File: config.mk
export PLATFORM = sky130hd
export DESIGN_NAME = stc_top
export DESIGN_NICKNAME = d
export VERILOG_FILES = /design/src/hdl/stc_pkg.sv /design/src/hdl/stc_top.sv /design/src/hdl/stc_rate_div.sv /design/src/hdl/stc_settle.sv
export VERILOG_INCLUDE_DIRS = /design/src /design/src/hdl
export SDC_FILE = /design/constraint.sdc
export NUM_CORES = 1
export LEC_CHECK = 0
export BUFFER_PORTS_ARGS = -buffer_cell sky130_fd_sc_hd__buf_4
export CAP_MARGIN = 20
export CORE_ASPECT_RATIO = 1.5
export CORE_UTILIZATION = 30
export DETAILED_ROUTE_END_ITERATION = 10
export PLACE_DENSITY = 0.45
export SLEW_MARGIN = 0
export SYNTH_ARGS = -nofsm -noshare
export SYNTH_HDL_FRONTEND = slang
export SYNTH_HIERARCHICAL = 1
export SYNTH_SLANG_ARGS = --single-unit
export TNS_END_PERCENT = 10
File: constraint.sdc
create_clock -name CLOCK_I -period 2.4 [get_ports CLOCK_I]
set_input_delay 0.6 -clock CLOCK_I [delete_from_list [all_inputs] [get_ports CLOCK_I]]
set_output_delay 0.6 -clock CLOCK_I [all_outputs]
set_load 0.02 [all_outputs]
File: src/hdl/stc_regs.svh
`ifndef STC_REGS_SVH
`define STC_REGS_SVH

// ==================================================
// timing
`define STC_CLK_HZ           10000000
// reading rates in readings per ten seconds (2.5, 20, 100 per second)
`define STC_RATE_SLOW_DHZ    25
`define STC_RATE_MED_DHZ     200
`define STC_RATE_FAST_DHZ    1000
`define STC_PERIOD_CYC(dhz)  ((`STC_CLK_HZ * 10) / (dhz))
`define STC_SETTLE_US        5000
`define STC_SETTLE_CYC       ((`STC_CLK_HZ / 1000000) * `STC_SETTLE_US)

// ==================================================
// event status bit positions
`define STC_EV_OP_DONE       0
`define STC_EV_QUERY_ERR     2
`define STC_EV_DEV_ERR       3
`define STC_EV_EXEC_ERR      4
`define STC_EV_CMD_ERR       5
`define STC_EV_POWER_ON      7
`define STC_EV_USED          8'hbd
`define STC_EV_RESET         8'h80

// ==================================================
// summary status byte bit positions and masks
`define STC_SB_MSG_AVAIL     4
`define STC_SB_EVENT_SUM     5
`define STC_SB_MASTER_SUM    6
`define STC_SVC_USED         8'hbe
`define STC_SVC_STORE        8'hbf
`define STC_MASK_RESET       8'h00
`define STC_VALUE_MAX        16'h00ff

// ==================================================
// trigger types
`define STC_TT_INTERNAL      3'h1
`define STC_TT_PANEL         3'h2
`define STC_TT_PANEL_SETTLE  3'h3
`define STC_TT_REAR          3'h4
`define STC_TT_REAR_SETTLE   3'h5

`endif

File: src/hdl/stc_pkg.sv
package stc_pkg;

    typedef logic [7:0] stc_byte_t;
    typedef logic [2:0] stc_trig_t;

    typedef enum logic [1:0]
    {
        RATE_SLOW,
        RATE_MEDIUM,
        RATE_FAST
    } stc_rate_t;

    typedef enum logic
    {
        SETTLE_IDLE,
        SETTLE_RUN
    } stc_settle_state_t;

endpackage

File: src/hdl/stc_top.sv
// Summary of operation
// - types 2/3 panel trigger; 3 adds settling
// - local rate key press starts one measurement in types 2/3
// - type 1 triggers continuously from rate tick
// - types 4/5: rear trigger or trigger command, not rate key
// - trigger command fires in types 2 to 5
// - trigger-config command applies type and settings
// - rates 2.5, 20, 100 per second
// - event bits sticky until read or clear
// - enabled event rising sets event summary bit
// - event read or clear drops summary bit
// - operation complete once prior commands finish
// - query error on three buffer conditions
// - device error on calibration or overflow
// - execution error on unexecutable command
// - command error on unparsable command
// - power-on bit set after power cycle
// - message available: placed sets, terminator clears
// - master summary from masked status bits
// - service flag set, serial poll clears it
// - status query returns byte, changes nothing
// - mask value over 255: no write, error
// - event query returns value then clears
// - clear-status clears events; first clears message
`timescale 1ns/1ps
`include "stc_regs.svh"

module stc_top
    import stc_pkg::*;
#(
    parameter int unsigned SLOW_CYC   = `STC_PERIOD_CYC(`STC_RATE_SLOW_DHZ),
    parameter int unsigned MED_CYC    = `STC_PERIOD_CYC(`STC_RATE_MED_DHZ),
    parameter int unsigned FAST_CYC   = `STC_PERIOD_CYC(`STC_RATE_FAST_DHZ),
    parameter int unsigned SETTLE_CYC = `STC_SETTLE_CYC
)
(
    // clock and reset
    input  wire logic        CLOCK_I,
    input  wire logic        RST_I,
    // register commands
    input  wire logic        CLEAR_STATUS_I,
    input  wire logic        CLEAR_FIRST_I,
    input  wire logic        EVENT_MASK_WR_I,
    input  wire logic        SERVICE_MASK_WR_I,
    input  wire logic [15:0] CMD_VALUE_I,
    input  wire logic        EVENT_STATUS_RD_I,
    input  wire logic        EVENT_MASK_RD_I,
    input  wire logic        SERVICE_MASK_RD_I,
    input  wire logic        STATUS_BYTE_RD_I,
    input  wire logic        SERIAL_POLL_I,
    input  wire logic        OP_COMPLETE_CMD_I,
    input  wire logic        CMD_BUSY_I,
    // trigger commands
    input  wire logic        TRIGGER_CMD_I,
    input  wire logic        TRIG_CFG_I,
    input  wire logic [2:0]  TRIG_CFG_TYPE_I,
    // event sources
    input  wire logic        QUERY_EMPTY_READ_I,
    input  wire logic        QUERY_UNREAD_I,
    input  wire logic        BUFFERS_FULL_I,
    input  wire logic        CAL_INPUT_ERR_I,
    input  wire logic        INPUT_OVERFLOW_I,
    input  wire logic        EXEC_ERR_I,
    input  wire logic        CMD_ERR_I,
    input  wire logic        MSG_PLACED_I,
    input  wire logic        TERM_SENT_I,
    // front and rear panel
    input  wire logic        REMOTE_I,
    input  wire logic        RATE_KEY_I,
    input  wire logic        PANEL_SEL_I,
    input  wire logic [2:0]  PANEL_TYPE_I,
    input  wire logic        REAR_TRIG_I,
    input  wire logic        PANEL_SERVICE_I,
    input  wire logic [1:0]  RATE_SEL_I,
    // responses and status
    output logic [7:0]       RESP_DATA_O,
    output logic             RESP_VALID_O,
    output logic [7:0]       STATUS_BYTE_O,
    output logic [7:0]       EVENT_STATUS_O,
    output logic             REQ_SERVICE_O,
    // trigger outputs
    output logic [2:0]       TRIG_TYPE_O,
    output logic             EXT_TRIG_O,
    output logic             SETTLING_O,
    output logic             MEAS_START_O
);

    // ==================================================
    // helpers
    function automatic logic is_ext(input stc_trig_t t);
        is_ext = (t >= `STC_TT_PANEL) && (t <= `STC_TT_REAR_SETTLE);
    endfunction

    function automatic logic has_settle(input stc_trig_t t);
        has_settle = (t == `STC_TT_PANEL_SETTLE) || (t == `STC_TT_REAR_SETTLE);
    endfunction

    function automatic logic value_ok(input logic [15:0] v);
        value_ok = (v <= `STC_VALUE_MAX);
    endfunction

    function automatic logic type_ok(input stc_trig_t t);
        type_ok = (t == `STC_TT_INTERNAL) || is_ext(t);
    endfunction

    // ==================================================
    // status state
    stc_byte_t event_status_q;
    stc_byte_t event_status_d;
    stc_byte_t event_enable_mask_q;
    stc_byte_t event_enable_mask_d;
    stc_byte_t service_request_mask_q;
    stc_byte_t service_request_mask_d;
    stc_byte_t summary_status_byte_q;
    stc_byte_t summary_status_byte_d;
    logic      event_summary_bit_q;
    logic      event_summary_bit_d;
    logic      message_available_bit_q;
    logic      message_available_bit_d;
    logic      request_service_flag_q;
    logic      request_service_flag_d;
    logic      op_pend_q;
    logic      op_pend_d;
    stc_byte_t resp_d;
    logic      resp_valid_d;
    stc_byte_t ev_set;
    stc_byte_t ev_base;
    logic      ev_clr;
    logic      mask_bad;
    logic      cfg_bad;
    logic      op_fire;

    // ==================================================
    // trigger state
    stc_trig_t trig_type_q;
    stc_trig_t trig_type_d;
    logic      key_q;
    logic      rear_q;
    logic      rear_pend_q;
    logic      rear_pend_d;
    logic      meas_d;
    logic      fire;
    logic      settle_start;
    logic      rate_tick;
    logic      settle_busy;
    logic      settle_done;

    // ==================================================
    // status next state
    always_comb
    begin
        mask_bad = (EVENT_MASK_WR_I | SERVICE_MASK_WR_I) & ~value_ok(CMD_VALUE_I);
        cfg_bad  = TRIG_CFG_I & ~type_ok(TRIG_CFG_TYPE_I);
        ev_clr   = EVENT_STATUS_RD_I | CLEAR_STATUS_I;

        op_pend_d = (op_pend_q | OP_COMPLETE_CMD_I);
        op_fire   = op_pend_d & ~CMD_BUSY_I;
        if (op_fire)
            op_pend_d = 1'b0;

        ev_set = 8'h00;
        ev_set[`STC_EV_OP_DONE]   = op_fire;
        ev_set[`STC_EV_QUERY_ERR] = QUERY_EMPTY_READ_I | QUERY_UNREAD_I | BUFFERS_FULL_I;
        ev_set[`STC_EV_DEV_ERR]   = CAL_INPUT_ERR_I | INPUT_OVERFLOW_I;
        ev_set[`STC_EV_EXEC_ERR]  = EXEC_ERR_I | mask_bad | cfg_bad;
        ev_set[`STC_EV_CMD_ERR]   = CMD_ERR_I;

        // a set in the clearing cycle survives
        ev_base        = ev_clr ? 8'h00 : event_status_q;
        event_status_d = (ev_base | ev_set) & `STC_EV_USED;

        event_summary_bit_d = (event_summary_bit_q & ~ev_clr)
                            | (|(ev_set & ~ev_base & event_enable_mask_q));

        message_available_bit_d = MSG_PLACED_I
                                | (message_available_bit_q & ~TERM_SENT_I
                                   & ~(CLEAR_STATUS_I & CLEAR_FIRST_I));

        event_enable_mask_d = event_enable_mask_q;
        if (EVENT_MASK_WR_I && value_ok(CMD_VALUE_I))
            event_enable_mask_d = CMD_VALUE_I[7:0];
        service_request_mask_d = service_request_mask_q;
        if (SERVICE_MASK_WR_I && value_ok(CMD_VALUE_I))
            service_request_mask_d = CMD_VALUE_I[7:0] & `STC_SVC_STORE;

        summary_status_byte_d = 8'h00;
        summary_status_byte_d[`STC_SB_MSG_AVAIL] = message_available_bit_d;
        summary_status_byte_d[`STC_SB_EVENT_SUM] = event_summary_bit_d;
        summary_status_byte_d[`STC_SB_MASTER_SUM] =
            |(summary_status_byte_d & service_request_mask_d & `STC_SVC_USED);

        request_service_flag_d = PANEL_SERVICE_I
                               | summary_status_byte_d[`STC_SB_MASTER_SUM]
                               | (request_service_flag_q & ~SERIAL_POLL_I);

        // one query answered per cycle
        resp_valid_d = 1'b1;
        resp_d       = 8'h00;
        if (EVENT_STATUS_RD_I)
            resp_d = event_status_q;
        else if (EVENT_MASK_RD_I)
            resp_d = event_enable_mask_q;
        else if (SERVICE_MASK_RD_I)
            resp_d = service_request_mask_q;
        else if (STATUS_BYTE_RD_I)
            resp_d = summary_status_byte_q;
        else if (SERIAL_POLL_I)
        begin
            resp_d = summary_status_byte_q;
            resp_d[`STC_SB_MASTER_SUM] = request_service_flag_q;
        end
        else
            resp_valid_d = 1'b0;
    end

    always_ff @(posedge CLOCK_I or posedge RST_I)
    begin
        if (RST_I)
        begin
            event_status_q          <= `STC_EV_RESET;
            event_enable_mask_q     <= `STC_MASK_RESET;
            service_request_mask_q  <= `STC_MASK_RESET;
            summary_status_byte_q   <= 8'h00;
            event_summary_bit_q     <= 1'b0;
            message_available_bit_q <= 1'b0;
            request_service_flag_q  <= 1'b0;
            op_pend_q               <= 1'b0;
            RESP_DATA_O             <= 8'h00;
            RESP_VALID_O            <= 1'b0;
        end
        else
        begin
            event_status_q          <= event_status_d;
            event_enable_mask_q     <= event_enable_mask_d;
            service_request_mask_q  <= service_request_mask_d;
            summary_status_byte_q   <= summary_status_byte_d;
            event_summary_bit_q     <= event_summary_bit_d;
            message_available_bit_q <= message_available_bit_d;
            request_service_flag_q  <= request_service_flag_d;
            op_pend_q               <= op_pend_d;
            RESP_DATA_O             <= resp_d;
            RESP_VALID_O            <= resp_valid_d;
        end
    end

    assign STATUS_BYTE_O  = summary_status_byte_q;
    assign EVENT_STATUS_O = event_status_q;
    assign REQ_SERVICE_O  = request_service_flag_q;

    // ==================================================
    // rate divider and settling timer
    stc_rate_div #(
        .SLOW_CYC (SLOW_CYC),
        .MED_CYC  (MED_CYC),
        .FAST_CYC (FAST_CYC)
    ) u_rate (
        .clk_i    (CLOCK_I),
        .rst_i    (RST_I),
        .rate_i   (stc_rate_t'(RATE_SEL_I)),
        .tick_o   (rate_tick)
    );

    stc_settle #(
        .DELAY_CYC (SETTLE_CYC)
    ) u_settle (
        .clk_i     (CLOCK_I),
        .rst_i     (RST_I),
        .start_i   (settle_start),
        .busy_o    (settle_busy),
        .done_o    (settle_done)
    );

    // ==================================================
    // trigger next state
    always_comb
    begin
        trig_type_d = trig_type_q;
        if (TRIG_CFG_I && type_ok(TRIG_CFG_TYPE_I))
            trig_type_d = TRIG_CFG_TYPE_I;
        else if (PANEL_SEL_I && type_ok(PANEL_TYPE_I))
            trig_type_d = PANEL_TYPE_I;

        rear_pend_d = rear_pend_q;
        if (REAR_TRIG_I && !rear_q
            && (trig_type_q == `STC_TT_REAR || trig_type_q == `STC_TT_REAR_SETTLE))
            rear_pend_d = 1'b1;

        fire = 1'b0;
        if (rate_tick && trig_type_q == `STC_TT_INTERNAL)
            fire = 1'b1;
        if (rate_tick && rear_pend_q)
        begin
            fire        = 1'b1;
            rear_pend_d = 1'b0;
        end
        if (RATE_KEY_I && !key_q && !REMOTE_I
            && (trig_type_q == `STC_TT_PANEL || trig_type_q == `STC_TT_PANEL_SETTLE))
            fire = 1'b1;
        if (TRIGGER_CMD_I && is_ext(trig_type_q))
            fire = 1'b1;
        // leaving a rear type drops a waiting rear trigger
        if (!(trig_type_d == `STC_TT_REAR || trig_type_d == `STC_TT_REAR_SETTLE))
            rear_pend_d = 1'b0;

        settle_start = fire & has_settle(trig_type_q) & ~settle_busy;
        meas_d       = (fire & ~has_settle(trig_type_q)) | settle_done;
    end

    always_ff @(posedge CLOCK_I or posedge RST_I)
    begin
        if (RST_I)
        begin
            trig_type_q  <= `STC_TT_INTERNAL;
            key_q        <= 1'b0;
            rear_q       <= 1'b0;
            rear_pend_q  <= 1'b0;
            TRIG_TYPE_O  <= `STC_TT_INTERNAL;
            EXT_TRIG_O   <= 1'b0;
            SETTLING_O   <= 1'b0;
            MEAS_START_O <= 1'b0;
        end
        else
        begin
            trig_type_q  <= trig_type_d;
            key_q        <= RATE_KEY_I;
            rear_q       <= REAR_TRIG_I;
            rear_pend_q  <= rear_pend_d;
            TRIG_TYPE_O  <= trig_type_d;
            EXT_TRIG_O   <= is_ext(trig_type_d);
            SETTLING_O   <= has_settle(trig_type_d);
            MEAS_START_O <= meas_d;
        end
    end

endmodule

File: src/hdl/stc_rate_div.sv
`timescale 1ns/1ps

// ==================================================
// reading-rate tick divider
module stc_rate_div
    import stc_pkg::*;
#(
    parameter int unsigned SLOW_CYC = 4000000,
    parameter int unsigned MED_CYC  = 500000,
    parameter int unsigned FAST_CYC = 100000
)
(
    // clock and reset
    input  wire logic      clk_i,
    input  wire logic      rst_i,
    // rate select
    input  wire stc_rate_t rate_i,
    // tick
    output logic           tick_o
);

    logic [31:0] cnt_q;
    logic [31:0] cnt_d;
    logic        tick_d;
    logic [31:0] period;

    always_comb
    begin
        case (rate_i)
            RATE_SLOW:   period = SLOW_CYC;
            RATE_MEDIUM: period = MED_CYC;
            default:     period = FAST_CYC;
        endcase
        tick_d = 1'b0;
        cnt_d  = cnt_q + 32'h1;
        // a shortened rate takes effect at once
        if (cnt_q >= period - 32'h1)
        begin
            cnt_d  = 32'h0;
            tick_d = 1'b1;
        end
    end

    always_ff @(posedge clk_i or posedge rst_i)
    begin
        if (rst_i)
        begin
            cnt_q  <= 32'h0;
            tick_o <= 1'b0;
        end
        else
        begin
            cnt_q  <= cnt_d;
            tick_o <= tick_d;
        end
    end

endmodule

File: src/hdl/stc_settle.sv
`timescale 1ns/1ps

// ==================================================
// settling delay timer
module stc_settle
    import stc_pkg::*;
#(
    parameter int unsigned DELAY_CYC = 50000
)
(
    // clock and reset
    input  wire logic clk_i,
    input  wire logic rst_i,
    // control
    input  wire logic start_i,
    output logic      busy_o,
    output logic      done_o
);

    stc_settle_state_t state_q;
    stc_settle_state_t state_d;
    logic [31:0]       cnt_q;
    logic [31:0]       cnt_d;
    logic              done_d;

    always_comb
    begin
        state_d = state_q;
        cnt_d   = cnt_q;
        done_d  = 1'b0;
        case (state_q)
            SETTLE_IDLE:
            begin
                if (start_i)
                begin
                    state_d = SETTLE_RUN;
                    cnt_d   = 32'h0;
                end
            end
            SETTLE_RUN:
            begin
                cnt_d = cnt_q + 32'h1;
                if (cnt_q >= DELAY_CYC - 32'h1)
                begin
                    state_d = SETTLE_IDLE;
                    done_d  = 1'b1;
                end
            end
            default: state_d = SETTLE_IDLE;
        endcase
    end

    always_ff @(posedge clk_i or posedge rst_i)
    begin
        if (rst_i)
        begin
            state_q <= SETTLE_IDLE;
            cnt_q   <= 32'h0;
            done_o  <= 1'b0;
            busy_o  <= 1'b0;
        end
        else
        begin
            state_q <= state_d;
            cnt_q   <= cnt_d;
            done_o  <= done_d;
            busy_o  <= (state_d == SETTLE_RUN);
        end
    end

endmodule

==> flow_summary.toml <==
[setup_path]
r2r_start = "u_rate/cnt_q[13]"
r2r_setup_slack_ns = 0.27
crit_required_ns = 2.68
crit_top_cell = "a21o_1"
arrival_ns = 2.48
r2r.worst_path.cells = 6
cpMaxStageDelayCell = "a211o_4"
worstSetupPathType = "in2reg"
cpLargestDelayFamily = "compound AO/OA/AOI/OAI gates"
startpoint_type = "input pin"
timing.rr.end = "u_rate/cnt_q[15]"
path_max_fanout = 24
endpoint_kind = "flip-flop"
slowest_delay_ns = 0.46
crit_buf_inv = 2
crit_chain = "buf_4 > nor2b_4 > inv_1 > ha_1 > a21o_1 > a21o_1 > a2111o_1 > a211o_4 > nor2_1"

[die]
die_area_um2 = 19900
row_count = 61
start_util_pct = 30.9
die_y_um = 172
design.core.area_um2 = 18800
die_w_um = 116
io-pin-count = 85

[logic_synthesis]
synth_top_cell_area_share_pct = 47.0
async_flop_share_pct = 100
synth_top_cell_by_area = "dfrtp_1"
synthMuxAreaShare_pct = 7.48
netlist_area_um2 = 5800
ys_seq_area_share_pct = 47.9
synthFlopType = "dfrtp_1"
ys_types = 67
synth_fa_ha_area_share_pct = 4.53
synth_top_family_by_area = "simple AND/OR/NAND/NOR gates"
synth_xor_area_share_pct = 3.32
synth.most_common_cell = "dfrtp_1"
synthTopCellsByArea = "dfrtp_1 47%, ha_1 4.5%, mux2i_1 4.3%"
yosysWarnings = 6
syn_avg_cell_area_um2 = 10.4
netlist_instances = 558
synth_common_cells = "109 x dfrtp_1, 66 x nand2_1, 47 x nor2_1, 25 x mux2i_1, 25 x nand4_1"
ys_ff_latch = 111
synth-compound-area-share_pct = 10.7
synth_edf_count = 0
synthSimpleGateAreaFrac_pct = 21.2

[clock_network]
cts_tree = "built"
cts.clk_slew.worst_paths_ns = 0.07
cts-root-buf = "clkbuf_16"
clkLatencyLatePin_ns = 0.35
ctsHtreeMaxLevel = 3
cts_buffers = 9
clock-sinks = 111
clockBufferDepth = 2

[timing]
max_freq_mhz = 454
maxSlewViolCount = 0
fin_skew_ns = 0.00566
setup_viol = 0
post-route-period-util_pct = 91.7
hold_violations = 0
slew_headroom_pct = 55.7
fin_crit_ns = 2.20
grt_setup_unrepaired = "no"
worstMarginPinSlew_ns = 0.659

[layout]
final_layout_size_suffix_gt1_share_pct = 21.6
fillers = 1951
antenna_cells = 0
fin_nets = 726
instances_no_fill = 909
areaGrowthSynthToFinish_pct = 20.2

[route]
viasPerCell = 4.84
drtIter0Drc = 130
drt-pass1-iter-count = 6
ant_nets = 0
vias = 4397
drc = 0
drt_wl_total_um = 13800
drt-wirelength-per-cell_um = 15.1

[global_routing]
grt_first_pass_wirelength_um = 22900
grt_max_degree = 35
grt-ovfl-total = 0
antenna_found_initial = 0
grt_pass1_vias = 4590
track_usage_pct = 14.9

[placement]
dp_hpwl_um = 10200
io_buffers = 77
dp.cells = 893
gp_congestion = 0.755

[pwr]
vdd_ir_drop_max_v = 0.000280
power_w = 0.00437
powerDensity_nw_per_um2 = 626
leakage_nw = 3.38

[hold_path]
hp-class = "in2async"

[flow_run]
drv_cap = 0

[outcome]
outcome = "completed"
## per-stage QoR
step / setup slack [ns] / TNS, ns / instance area (µm²) / hold slack [ns] / utilization [%]
3_3_place_gp: -0.113 / -2.61 / 6700 / 0.422 / 35.7
2_1_floorplan: 0.0339 / 0 / 5870 / 0.404 / -
5_1_grt: 0.0839 / 0 / 6970 / 0.256 / 37.1
6_report: 0.199 / 0 / 6970 / 0.246 / 37.1
3_5_place_dp: -0.165 / -3.39 / 6700 / 0.432 / 35.7
4_1_cts: 0.210 / 0 / 6970 / 0.246 / 37.1
## layout make-up
class	instances	area (µm²)	share of cell area [%]
flip-flops and latches	111	2780	39.9
multi-input cells	416	2820	40.5
clock buffers	11	233	3.34
inverters	21	78.8	1.13
repair buffers	93	711	10.2
clock inverters	5	33.8	0.484
well taps	252	315	4.52
## cell families after synthesis
family                   count (synthesis)
AO/OA/AOI/OAI                           86
XOR/XNOR                                22
adder cells (fa/ha/maj)                 21
buffers and inverters                   47
flip-flops                             111
multiplexers                            41
other                                    3
AND/OR/NAND/NOR                        227
## worst max path at each step
| stage | from | to | slack (ns) | cells past startpoint |
|---|---|---|---|---|
| floorplan | RATE_SEL_I[0] | u_rate/cnt_q[16] | 0.03 | 9 |
| global placement | RATE_SEL_I[1] | u_rate/cnt_q[18] | -0.11 | 9 |
| detailed placement | RATE_SEL_I[1] | u_rate/cnt_q[12] | -0.17 | 9 |
| CTS | RATE_SEL_I[1] | u_rate/cnt_q[12] | 0.21 | 9 |
| global route | RATE_SEL_I[1] | u_rate/cnt_q[15] | 0.08 | 10 |
| finish | RATE_SEL_I[1] | u_rate/cnt_q[15] | 0.20 | 9 |
## state kept, by name, indices dropped and copies added (netlist names), 3 cells and up
signal                  flops
EVENT_STATUS_O              6
RESP_DATA_O                 8
STATUS_BYTE_O               3
event_enable_mask_q         8
service_request_mask_q      7
trig_type_q                 3
u_rate/cnt_q               32
u_settle/cnt_q             32
## power by group
group,switching [W],internal [W]
Sequential,0.000181,0.00204
Clock,0.000683,0.000706
Combinational,0.000420,0.000341
## layer usage
layer	global-route usage [%]	up-vias	wire, µm
met5	0	-	0
met4	5.42	0	194
met3	2.87	12	375
met2	27.3	49	7290
met1	16.9	2163	5890
li1	-	2173	-
## layout by cell type, fill, tap and decap left out, drive strengths merged, types with 4 or more instances in the layout
| cell | netlist | routed |
|---|---|---|
| dfrtp | 109 | 109 |
| buf | 15 | 93 |
| nand2 | 66 | 66 |
| nor2 | 48 | 48 |
| nand4 | 26 | 26 |
| mux2i | 25 | 25 |
| o21ai | 23 | 23 |
| inv | 21 | 22 |
| ha | 21 | 21 |
| nand3 | 20 | 20 |
| conb | 3 | 19 |
| xor2 | 17 | 17 |
| mux2 | 16 | 16 |
| and3 | 14 | 14 |
| clkbuf | 11 | 11 |
| nor4 | 11 | 11 |
| a21oi | 10 | 10 |
| and4 | 9 | 9 |
| o31ai | 6 | 6 |
| a22oi | 6 | 6 |
| nor3 | 6 | 6 |
| nand2b | 5 | 5 |
| a21o | 5 | 5 |
| o211ai | 5 | 5 |
| xnor2 | 5 | 5 |
| nor2b | 5 | 5 |
| o311ai | 5 | 5 |
| and2 | 4 | 4 |
## worst register-to-register path, stage by stage, from the launching register on
cell      delay, ns
dfrtp_1        0.42
ha_1           0.33
a21o_1         0.16
a21o_1         0.17
a2111o_1       0.37
a211o_4        0.46
nor2_1         0.16
## repair_timing
action                     CTS  global route
setup endpoints to repair    0             9
buffers inserted             0             0
gates resized for setup      0             2
hold buffers                 0             0
(Power assumes the default switching activity.)
